<file path="config.mk">
export PLATFORM = sky130hd
export DESIGN_NAME = flash_command_host
export DESIGN_NICKNAME = d
export VERILOG_FILES = /design/src/flash_host_pkg.sv /design/src/flash_command_host.sv
export SDC_FILE = /design/constraint.sdc
export NUM_CORES = 1
export LEC_CHECK = 0
export BUFFER_PORTS_ARGS = -buffer_cell sky130_fd_sc_hd__buf_2
export CELL_PAD_IN_SITES_DETAIL_PLACEMENT = 1
export CELL_PAD_IN_SITES_GLOBAL_PLACEMENT = 1
export CORE_MARGIN = 1.5
export CORE_UTILIZATION = 45
export CTS_CLUSTER_SIZE = 25
export DETAILED_ROUTE_END_ITERATION = 10
export PLACE_DENSITY_LB_ADDON = 0.3
export SYNTH_ARGS = -nofsm -noshare
export SYNTH_HDL_FRONTEND = slang
export SYNTH_SLANG_ARGS = --single-unit
</file>
<file path="constraint.sdc">
create_clock -name mclk -period 3.52 [get_ports mclk]
set_input_delay 0.704 -clock mclk [delete_from_list [all_inputs] [get_ports mclk]]
set_output_delay 0.704 -clock mclk [all_outputs]
set_load 0.005 [all_outputs]
</file>
<file path="src/flash_host_pkg.sv">
package flash_host_pkg;

    // Widths of the flash pins and of the internal counters
    localparam int ADDR_W      = 17;
    localparam int DATA_W      = 8;
    localparam int CNT_W       = 24;
    localparam int STEP_W      = 4;
    localparam int NUM_BLOCKS  = 8;
    localparam int BLOCK_SHIFT = 14;

    // Status bit positions in a byte read back during an automatic operation
    localparam int TOGGLE_POS = 6;
    localparam int POLL_POS   = 7;

    // Command bytes written to the device command register
    localparam logic [DATA_W-1:0] CMD_READ_MODE    = 8'h00;
    localparam logic [DATA_W-1:0] CMD_PROG_SETUP   = 8'h40;
    localparam logic [DATA_W-1:0] CMD_CHIP_ERASE   = 8'h20;
    localparam logic [DATA_W-1:0] CMD_BLOCK_ERASE  = 8'h60;
    localparam logic [DATA_W-1:0] CMD_ERASE_VERIFY = 8'ha0;
    localparam logic [DATA_W-1:0] CMD_RESET        = 8'hff;
    localparam logic [DATA_W-1:0] ERASED_BYTE      = 8'hff;

    // Times in their own units and the derived cycle counts at 10 MHz
    localparam int CLK_KHZ         = 10000;
    localparam int WE_LOW_NS       = 50;
    localparam int READ_ACCESS_NS  = 120;
    localparam int VPP_SETUP_NS    = 100;
    localparam int VERIFY_SETUP_US = 6;
    localparam int BLOCK_GAP_MS    = 30;
    localparam logic [CNT_W-1:0] WE_LOW_CYC =
        CNT_W'((WE_LOW_NS * CLK_KHZ + 999999) / 1000000);
    localparam logic [CNT_W-1:0] READ_CYC =
        CNT_W'((READ_ACCESS_NS * CLK_KHZ + 999999) / 1000000);
    localparam logic [CNT_W-1:0] VPP_CYC =
        CNT_W'((VPP_SETUP_NS * CLK_KHZ + 999999) / 1000000);
    localparam logic [CNT_W-1:0] VERIFY_CYC =
        CNT_W'((VERIFY_SETUP_US * CLK_KHZ + 999) / 1000);
    localparam logic [CNT_W-1:0] BLOCK_GAP_CYC = CNT_W'(BLOCK_GAP_MS * CLK_KHZ);
    localparam logic [CNT_W-1:0] POLL_LIMIT_DEF = 24'hf42400;

    // Operations that the user side may request
    typedef enum logic [2:0] {
        OP_READ, OP_READ_MODE, OP_PROGRAM, OP_CHIP_ERASE,
        OP_BLOCK_ERASE, OP_VERIFY, OP_RESET
    } op_t;

    typedef enum logic [3:0] {
        S_IDLE, S_VPP, S_ISSUE, S_WR_LO, S_WR_HI, S_WAIT, S_RD, S_EVAL, S_DONE
    } st_t;

    // One user request
    typedef struct packed {
        op_t               op;
        logic [ADDR_W-1:0] addr;
        logic [DATA_W-1:0] data;
        logic [NUM_BLOCKS-1:0] blocks;
    } req_t;

    // Flash pins driven by the controller
    typedef struct packed {
        logic [ADDR_W-1:0] addr;
        logic [DATA_W-1:0] dq_out;
        logic              dq_oe;
        logic              ce_n;
        logic              oe_n;
        logic              we_n;
        logic              vpp_en;
    } pins_t;

    // Whole state of the controller
    typedef struct packed {
        st_t                   st;
        op_t                   op;
        logic [STEP_W-1:0]     step;
        logic [ADDR_W-1:0]     addr;
        logic [DATA_W-1:0]     data;
        logic [NUM_BLOCKS-1:0] mask;
        logic [DATA_W-1:0]     rdata;
        logic [DATA_W-1:0]     prev;
        logic                  have_prev;
        logic [CNT_W-1:0]      cnt;
        logic [CNT_W-1:0]      polls;
        logic                  fail;
        pins_t                 pins;
    } state_t;

    localparam pins_t PINS_IDLE = '{addr: '0, dq_out: '0, dq_oe: 1'b0, ce_n: 1'b1,
                                    oe_n: 1'b1, we_n: 1'b1, vpp_en: 1'b0};
    localparam state_t STATE_RESET = '{st: S_IDLE, op: OP_READ, step: '0, addr: '0,
                                       data: '0, mask: '0, rdata: '0, prev: '0,
                                       have_prev: 1'b0, cnt: '0, polls: '0,
                                       fail: 1'b0, pins: PINS_IDLE};

endpackage

</file>
<file path="src/flash_command_host.sv">
// Behaviour
// Write 40H to enter program set-up before the program data write.
// Next write after set-up starts programming; address on fall, data on rise.
// Program ends when toggle bit is still twice and both status bits match data.
// Chip erase needs 20H written twice in succession.
// Device erases only with programming voltage high.
// Block erase needs 60H written twice, second enters block loading.
// Eight block flags selected by the three top address bits.
// First block address captured on the second write strobe fall.
// Each further block write within 30ms; expiry starts the erase.
// Block erase complete when polling bit reads one.
// Write A0H with the byte address to start erase verify.
// Verify returns FFH only when the whole byte is erased.
// Host reissues verify command before each byte it checks.
// On a failed byte host erases again and resumes from that address; this host only sets fail and leaves the re-erase to the user side.
// Verify mode lasts until another valid command is written.
// Two FFH writes after a set-up abort without changing the array.
// After a failure host resets with two FFH writes, then a command.
// Toggle bit inverts on each read while an operation runs.
// Status bits valid from the second write strobe rise onward.
// During programming polling bit reads complement of written bit.
// During erase polling bit reads zero until erase completes.
// Device powers up read-only; changes need a full two-step sequence.
// Programming voltage low forces command 00H and read-only operation.
// Writing 00H selects array read mode until the command changes.
`timescale 1ns/1ps
module flash_command_host #(
    parameter logic [flash_host_pkg::CNT_W-1:0] BLOCK_WAIT = flash_host_pkg::BLOCK_GAP_CYC,
    parameter logic [flash_host_pkg::CNT_W-1:0] POLL_LIMIT = flash_host_pkg::POLL_LIMIT_DEF
) (
    // Clock and reset
    input  wire logic                                mclk,
    input  wire logic                                rstn,
    // User request port
    input  wire logic                                req_valid,
    input  wire flash_host_pkg::req_t                req,
    output logic                                     req_ready,
    output logic                                     done,
    output logic                                     fail,
    output logic [flash_host_pkg::DATA_W-1:0]        rdata,
    // Flash pins
    output flash_host_pkg::pins_t                    pins,
    input  wire logic [flash_host_pkg::DATA_W-1:0]   dq_in
);

    flash_host_pkg::state_t                  s;
    flash_host_pkg::state_t                  n;
    logic                                    wr_go;
    logic                                    rd_go;
    logic [flash_host_pkg::DATA_W-1:0]       wr_byte;
    logic [flash_host_pkg::ADDR_W-1:0]       wr_addr;
    logic [2:0]                              low_idx;
    logic                                    stable;
    logic                                    finished;

    // Outputs straight from the state register
    assign pins      = s.pins;
    assign rdata     = s.rdata;
    assign fail      = s.fail;
    assign done      = (s.st == flash_host_pkg::S_DONE);
    assign req_ready = (s.st == flash_host_pkg::S_IDLE);

    // Next-state logic of the command sequencer
    always_comb begin
        n        = s;
        wr_go    = 1'b0;
        rd_go    = 1'b0;
        wr_byte  = flash_host_pkg::CMD_READ_MODE;
        wr_addr  = s.addr;
        low_idx  = 3'h0;
        // Lowest block still to be loaded
        for (int i = flash_host_pkg::NUM_BLOCKS - 1; i >= 0; i--) begin
            if (s.mask[i]) begin
                low_idx = 3'(i);
            end
        end
        stable   = s.have_prev &&
                   (s.rdata[flash_host_pkg::TOGGLE_POS] == s.prev[flash_host_pkg::TOGGLE_POS]);
        finished = 1'b0;
        case (s.op)
            flash_host_pkg::OP_PROGRAM: finished = stable && (s.rdata[7:6] == s.data[7:6]);
            flash_host_pkg::OP_CHIP_ERASE: finished = stable && s.rdata[flash_host_pkg::POLL_POS];
            default: finished = s.rdata[flash_host_pkg::POLL_POS];
        endcase
        case (s.st)
            flash_host_pkg::S_IDLE: begin
                if (req_valid) begin
                    n.op        = req.op;
                    n.addr      = req.addr;
                    n.data      = req.data;
                    n.mask      = req.blocks;
                    n.step      = '0;
                    n.fail      = 1'b0;
                    n.have_prev = 1'b0;
                    n.polls     = '0;
                    if (req.op == flash_host_pkg::OP_READ) begin
                        rd_go = 1'b1;
                    end else if (req.op == flash_host_pkg::OP_BLOCK_ERASE && req.blocks == '0) begin
                        n.fail = 1'b1;
                        n.st   = flash_host_pkg::S_DONE;
                    end else begin
                        // Raise programming voltage before any command write
                        n.pins.vpp_en = 1'b1;
                        n.cnt         = flash_host_pkg::VPP_CYC - 1'b1;
                        n.st          = flash_host_pkg::S_VPP;
                    end
                end
            end
            flash_host_pkg::S_VPP: begin
                if (s.cnt == '0) begin
                    n.st = flash_host_pkg::S_ISSUE;
                end else begin
                    n.cnt = s.cnt - 1'b1;
                end
            end
            flash_host_pkg::S_ISSUE: begin
                n.step = s.step + 4'h1;
                case (s.op)
                    flash_host_pkg::OP_PROGRAM: begin
                        if (s.step == 4'h0) begin
                            wr_go   = 1'b1;
                            wr_byte = flash_host_pkg::CMD_PROG_SETUP;
                        end else if (s.step == 4'h1) begin
                            wr_go   = 1'b1;
                            wr_byte = s.data;
                        end else begin
                            rd_go = 1'b1;
                        end
                    end
                    flash_host_pkg::OP_CHIP_ERASE: begin
                        if (s.step < 4'h2) begin
                            wr_go   = 1'b1;
                            wr_byte = flash_host_pkg::CMD_CHIP_ERASE;
                        end else begin
                            rd_go = 1'b1;
                        end
                    end
                    flash_host_pkg::OP_BLOCK_ERASE: begin
                        wr_byte = flash_host_pkg::CMD_BLOCK_ERASE;
                        wr_addr = {low_idx, {flash_host_pkg::BLOCK_SHIFT{1'b0}}};
                        if (s.step == 4'h0) begin
                            wr_go = 1'b1;
                        end else if (s.mask != '0) begin
                            // Block writes follow back to back, well inside the gap
                            wr_go           = 1'b1;
                            n.mask[low_idx] = 1'b0;
                            n.step          = 4'h2;
                        end else begin
                            // Let the loading period expire before polling
                            n.cnt = BLOCK_WAIT - 1'b1;
                            n.st  = flash_host_pkg::S_WAIT;
                        end
                    end
                    flash_host_pkg::OP_VERIFY: begin
                        if (s.step == 4'h0) begin
                            wr_go   = 1'b1;
                            wr_byte = flash_host_pkg::CMD_ERASE_VERIFY;
                        end else begin
                            n.cnt = flash_host_pkg::VERIFY_CYC - 1'b1;
                            n.st  = flash_host_pkg::S_WAIT;
                        end
                    end
                    flash_host_pkg::OP_RESET: begin
                        if (s.step < 4'h2) begin
                            wr_go   = 1'b1;
                            wr_byte = flash_host_pkg::CMD_RESET;
                        end else begin
                            n.st = flash_host_pkg::S_DONE;
                        end
                    end
                    flash_host_pkg::OP_READ_MODE: begin
                        if (s.step == 4'h0) begin
                            wr_go   = 1'b1;
                            wr_byte = flash_host_pkg::CMD_READ_MODE;
                        end else begin
                            n.st = flash_host_pkg::S_DONE;
                        end
                    end
                    default: n.st = flash_host_pkg::S_DONE;
                endcase
            end
            flash_host_pkg::S_WR_LO: begin
                if (s.cnt == '0) begin
                    n.pins.we_n = 1'b1;
                    n.st        = flash_host_pkg::S_WR_HI;
                end else begin
                    n.cnt = s.cnt - 1'b1;
                end
            end
            flash_host_pkg::S_WR_HI: begin
                // Data held one cycle past the strobe rise, then released
                n.pins.ce_n  = 1'b1;
                n.pins.dq_oe = 1'b0;
                n.st         = flash_host_pkg::S_ISSUE;
            end
            flash_host_pkg::S_WAIT: begin
                if (s.cnt == '0) begin
                    rd_go = 1'b1;
                end else begin
                    n.cnt = s.cnt - 1'b1;
                end
            end
            flash_host_pkg::S_RD: begin
                if (s.cnt == '0) begin
                    n.rdata     = dq_in;
                    n.pins.oe_n = 1'b1;
                    n.pins.ce_n = 1'b1;
                    n.st        = flash_host_pkg::S_EVAL;
                end else begin
                    n.cnt = s.cnt - 1'b1;
                end
            end
            flash_host_pkg::S_EVAL: begin
                case (s.op)
                    flash_host_pkg::OP_PROGRAM, flash_host_pkg::OP_CHIP_ERASE,
                    flash_host_pkg::OP_BLOCK_ERASE: begin
                        n.prev      = s.rdata;
                        n.have_prev = 1'b1;
                        if (finished) begin
                            n.st = flash_host_pkg::S_DONE;
                        end else if (s.polls == POLL_LIMIT) begin
                            // Failure: abort with the reset pair
                            n.fail = 1'b1;
                            n.op   = flash_host_pkg::OP_RESET;
                            n.step = '0;
                            n.st   = flash_host_pkg::S_ISSUE;
                        end else begin
                            n.polls = s.polls + 1'b1;
                            rd_go   = 1'b1;
                        end
                    end
                    flash_host_pkg::OP_VERIFY: begin
                        n.fail = (s.rdata != flash_host_pkg::ERASED_BYTE);
                        n.st   = flash_host_pkg::S_DONE;
                    end
                    default: n.st = flash_host_pkg::S_DONE;
                endcase
            end
            flash_host_pkg::S_DONE: begin
                n.pins.vpp_en = 1'b0;
                n.st          = flash_host_pkg::S_IDLE;
            end
            default: n = flash_host_pkg::STATE_RESET;
        endcase
        // Start of a write strobe: address with falling edge, data held to rise
        if (wr_go) begin
            n.pins.addr   = wr_addr;
            n.pins.dq_out = wr_byte;
            n.pins.dq_oe  = 1'b1;
            n.pins.ce_n   = 1'b0;
            n.pins.oe_n   = 1'b1;
            n.pins.we_n   = 1'b0;
            n.cnt         = flash_host_pkg::WE_LOW_CYC - 1'b1;
            n.st          = flash_host_pkg::S_WR_LO;
        end
        // Start of a read cycle
        if (rd_go) begin
            n.pins.addr  = n.addr;
            n.pins.dq_oe = 1'b0;
            n.pins.ce_n  = 1'b0;
            n.pins.oe_n  = 1'b0;
            n.pins.we_n  = 1'b1;
            n.cnt        = flash_host_pkg::READ_CYC - 1'b1;
            n.st         = flash_host_pkg::S_RD;
        end
    end

    // State register
    always_ff @(posedge mclk or negedge rstn) begin
        if (!rstn) begin
            s <= flash_host_pkg::STATE_RESET;
        end else begin
            s <= n;
        end
    end

    // Helper history of written bytes for the checks below
    logic [7:0]                        hist0;
    logic [7:0]                        hist1;
    logic [flash_host_pkg::ADDR_W-1:0] haddr;
    logic [flash_host_pkg::CNT_W-1:0]  gap;
    always_ff @(posedge mclk or negedge rstn) begin
        if (!rstn) begin
            hist0 <= 8'h00;
            hist1 <= 8'h00;
            haddr <= '0;
            gap   <= '0;
        end else if (s.st == flash_host_pkg::S_WR_HI) begin
            hist1 <= hist0;
            hist0 <= s.pins.dq_out;
            haddr <= s.pins.addr;
            gap   <= '0;
        end else if (gap != '1) begin
            gap <= gap + 1'b1;
        end
    end
endmodule

</file>
==> results by group <==
Place
  – Final HPWL DP: between 15000 and 20000 um
  – Gp weighted congestion: about 0.94
  – Post-Place Cell Area: 0.008028 sq mm
  – IO buf count: 87

GRT
  – First-pass GRT wire length: 38380 um
  – GRT Total Usage: a little over a quarter
  – Grt total ovfl: 0
  – Largest net degree at the start of global routing: 70
  – Vias in the first global route: a little over 7000
  – Initial antenna violation count: 0

Power and ir drop
  – Comb power frac: between 40% and 50%
  – Peak supply drop: 0.0004783 V
  – Internal: 4.715 mW
  – Reg power frac: ~30%
  – PwrDens: 963.8 mW/mm^2
  – Clock power frac: 22.9%
  – Switching Share: roughly 43%
  – Psw: 3.629 mW
  – Leakage power: 3.876 nW

Floorplanning
  – Die ar.: around 0.018 sq mm
  – Io pins: 88
  – Die X-Extent: ~130 um
  – Row count: 47
  – Placeable Area: 0.01647 sq mm
  – Starting Density: 45.80%
  – Die Ht: roughly 130 um

Yosys
  – Synthesized area: around 0.0075 sq mm
  – Async set or reset register ratio after synthesis: 100.0%
  – Post-synth cell types: 75
  – Syn nets: just under 900
  – Ys flop type: dfrtp_1
  – Syn_area_per_cell: 8.988 sq um
  – Seq/Total Area, Yosys: 44.18%
  – Syn Inst Count: 839
  – Synth warn: 0
  – Flip-flop and latch count after synthesis: 133
  – EDFF count, synth: 0

Run
  – Max_cap viols: 0

Route
  – Total wire length: 23010 um
  – Vias per cell: slightly above 6
  – Antenna-violating nets left: 0
  – Drt first pass iters: 5
  – Vias: slightly below 7000
  – DRC viols: 0
  – Drt wl/cell: slightly above 20 um
  – 1st-iter DRT viols: 432

STA
  – Fin Setup TNS: 0 ns
  – RSZ-0062 raised after global routing: no
  – Final min period: 3.228 ns
  – Clk_skew: 0.009918 ns
  – Achievable frequency: 309.8 MHz
  – Max-slew headroom: 37.48%
  – Pins Over Slew Limit: 0
  – Final setup vio count: 0
  – Worst Max-Slew Pin Slew: 0.9369 ns
  – Final Cycle Share: 91.71%
  – Final Hold Viols: 0

Min path
  – HP Class: primary input to asynchronous set/reset pin

Clocking
  – Post-CTS Resized: 0
  – CTS tree: yes
  – Clock Tree Root: clkbuf_16
  – CTS sink count: between 100 and 150
  – Worst-case clock buffer depth: 2
  – CTS H-Tree Depth: 4
  – Setup Buffers After CTS: 0
  – CTS Buf Count: 17
  – Worst-path clk slew: 0.06 ns
  – Hold-fix buffers, CTS: 0
  – Worst-Skew Late Latency: 0.43 ns

Setup path
  – Crit path max fanout: 18
  – CP Launch Type: flip-flop
  – Crit end category: flip-flop
  – CP arrival: 3.56 ns
  – WS Path Type: flip-flop to flip-flop
  – WP data required: just under 4 ns
  – Worst reg2reg path depth: 8

Cells and area
  – Layout cells sized above 1: 18.94%
  – Fillcell total: 1926
  – Area growth, synth to finish: 14.80%
  – Most frequent cells in the layout: 130 x dfrtp_1, 86 x buf_2, 68 x o21ai_0, 64 x nor2_1, 63 x nand2_1
  – Fin nets: roughly 950
  – Finished Cell Area: 0.008657 sq mm
  – Ant diodes: 0
  – Commonest non-fill, non-tap cell in the layout: dfrtp_1

Outcome
  – Run status: complete, no violations
==> kinds of logic (layout without fill, tap and decap cells) <==
kind of cell,count (synthesis),after routing,synth area share (%)
buf+inv,129,198,8.777
xor+xnor,20,20,2.323
mux,1,1,0.1327
flops,133,133,44.18
fa+ha+maj,7,7,1.161
compound gates,277,277,24.79
simple gates,272,272,18.63
==> state kept, by name, indices dropped and copies added, names as in the netlist <==
| register | count |
|---|---|
| s | 94 |
| pins | 30 |
| rdata | 8 |
| fail | 1 |
==> critical path: stages (launching register included) <==
cell      delay, ns
dfrtp_1        0.42
or4b_2         0.67
nor4_1         0.50
nand2_1        0.19
and3_1         0.42
a21oi_2        0.42
nand2b_1       0.09
buf_4          0.21
o221ai_1       0.20
==> Yosys cell counts (7+ instances only) <==
library cell	number	share of area, %
inv_1	47	2.3
nor2_1	65	3.2
a21oi_1	54	3.6
o21ai_0	68	4.5
nand3_1	24	1.6
o21ai_1	13	0.86
o211ai_1	12	1.2
dfrtp_1	130	43
nand2_1	63	3.1
ha_1	7	1.2
a22o_1	33	3.8
clkbuf_1	26	1.3
nor2b_1	7	0.58
nor4_1	12	1.0
and3_1	12	1.0
buf_4	41	4.1
a22oi_1	16	1.6
nand2b_1	10	0.83
xor2_1	17	2.0
nor3_1	23	1.5
a31oi_1	8	0.66
buf_2	7	0.46
or3_1	9	0.75
nand4_1	9	0.75
o221ai_1	8	0.93
==> power groups by stage <==
stage                     sequential, mW  clock, mW  combinational (mW)
final                               2.53       1.91                3.90
after detailed placement            2.53          0                3.85
after CTS                           2.51       1.95                3.89
after floorplan                     2.35          0                2.88
after global routing                2.59       2.01                4.32
after global placement              2.49          0                3.68
==> layout make-up <==
cell class	count	area (sq um)	share of cell area, %
Sequential cell	133	3332	38.49
Inverter	47	176.4	2.038
Timing Repair Buffer	119	694.4	8.021
Clock inverter	15	203.9	2.356
Tap cell	220	275.3	3.180
Clock buffer	17	425.4	4.914
Multi-Input combinational cell	577	3550	41.00
==> stage by stage <==
stage          util, %  hold slack (ns)  std cells  power [mW]  setup WS, ns
3_3_place_gp     48.75           0.4545       1096       6.178        0.4657
4_1_cts          52.58           0.2851       1128       8.355        0.3622
2_1_floorplan        -           0.4084        839       5.227        0.6470
5_1_grt          52.58           0.3089       1128       8.923        0.2129
6_report         52.58           0.2683       1128       8.344        0.2919
3_5_place_dp     48.75           0.4632       1096       6.382        0.3712
==> worst paths after layout <==
check                               startpoint                   to  slack, ns
setup reg to reg             s[43]$_DFFE_PN0P_    s[68]$_DFFE_PN0P_       0.29
setup / recovery             s[43]$_DFFE_PN0P_    s[68]$_DFFE_PN0P_       0.29
hold reg to reg            pins[1]$_DFFE_PN1P_  pins[1]$_DFFE_PN1P_       0.47
max in group asynchronous                 rstn  pins[3]$_DFFE_PN1P_       2.41
min in group mclk          pins[1]$_DFFE_PN1P_  pins[1]$_DFFE_PN1P_       0.47
hold / removal                            rstn    s[50]$_DFFE_PN0P_       0.27
==> metal layers <==
| metal | vias to the layer above | track usage (%) | share of wire, % |
|---|---|---|---|
| met3 | 47 | 5.594 | 4.6 |
| met2 | 200 | 45.72 | 49 |
| met5 | - | 0 | 0 |
| met1 | 3512 | 34.97 | 44 |
| met4 | 0 | 10.62 | 2.4 |
| li1 | 3160 | - | - |
Power figures use the tool's default switching activity.
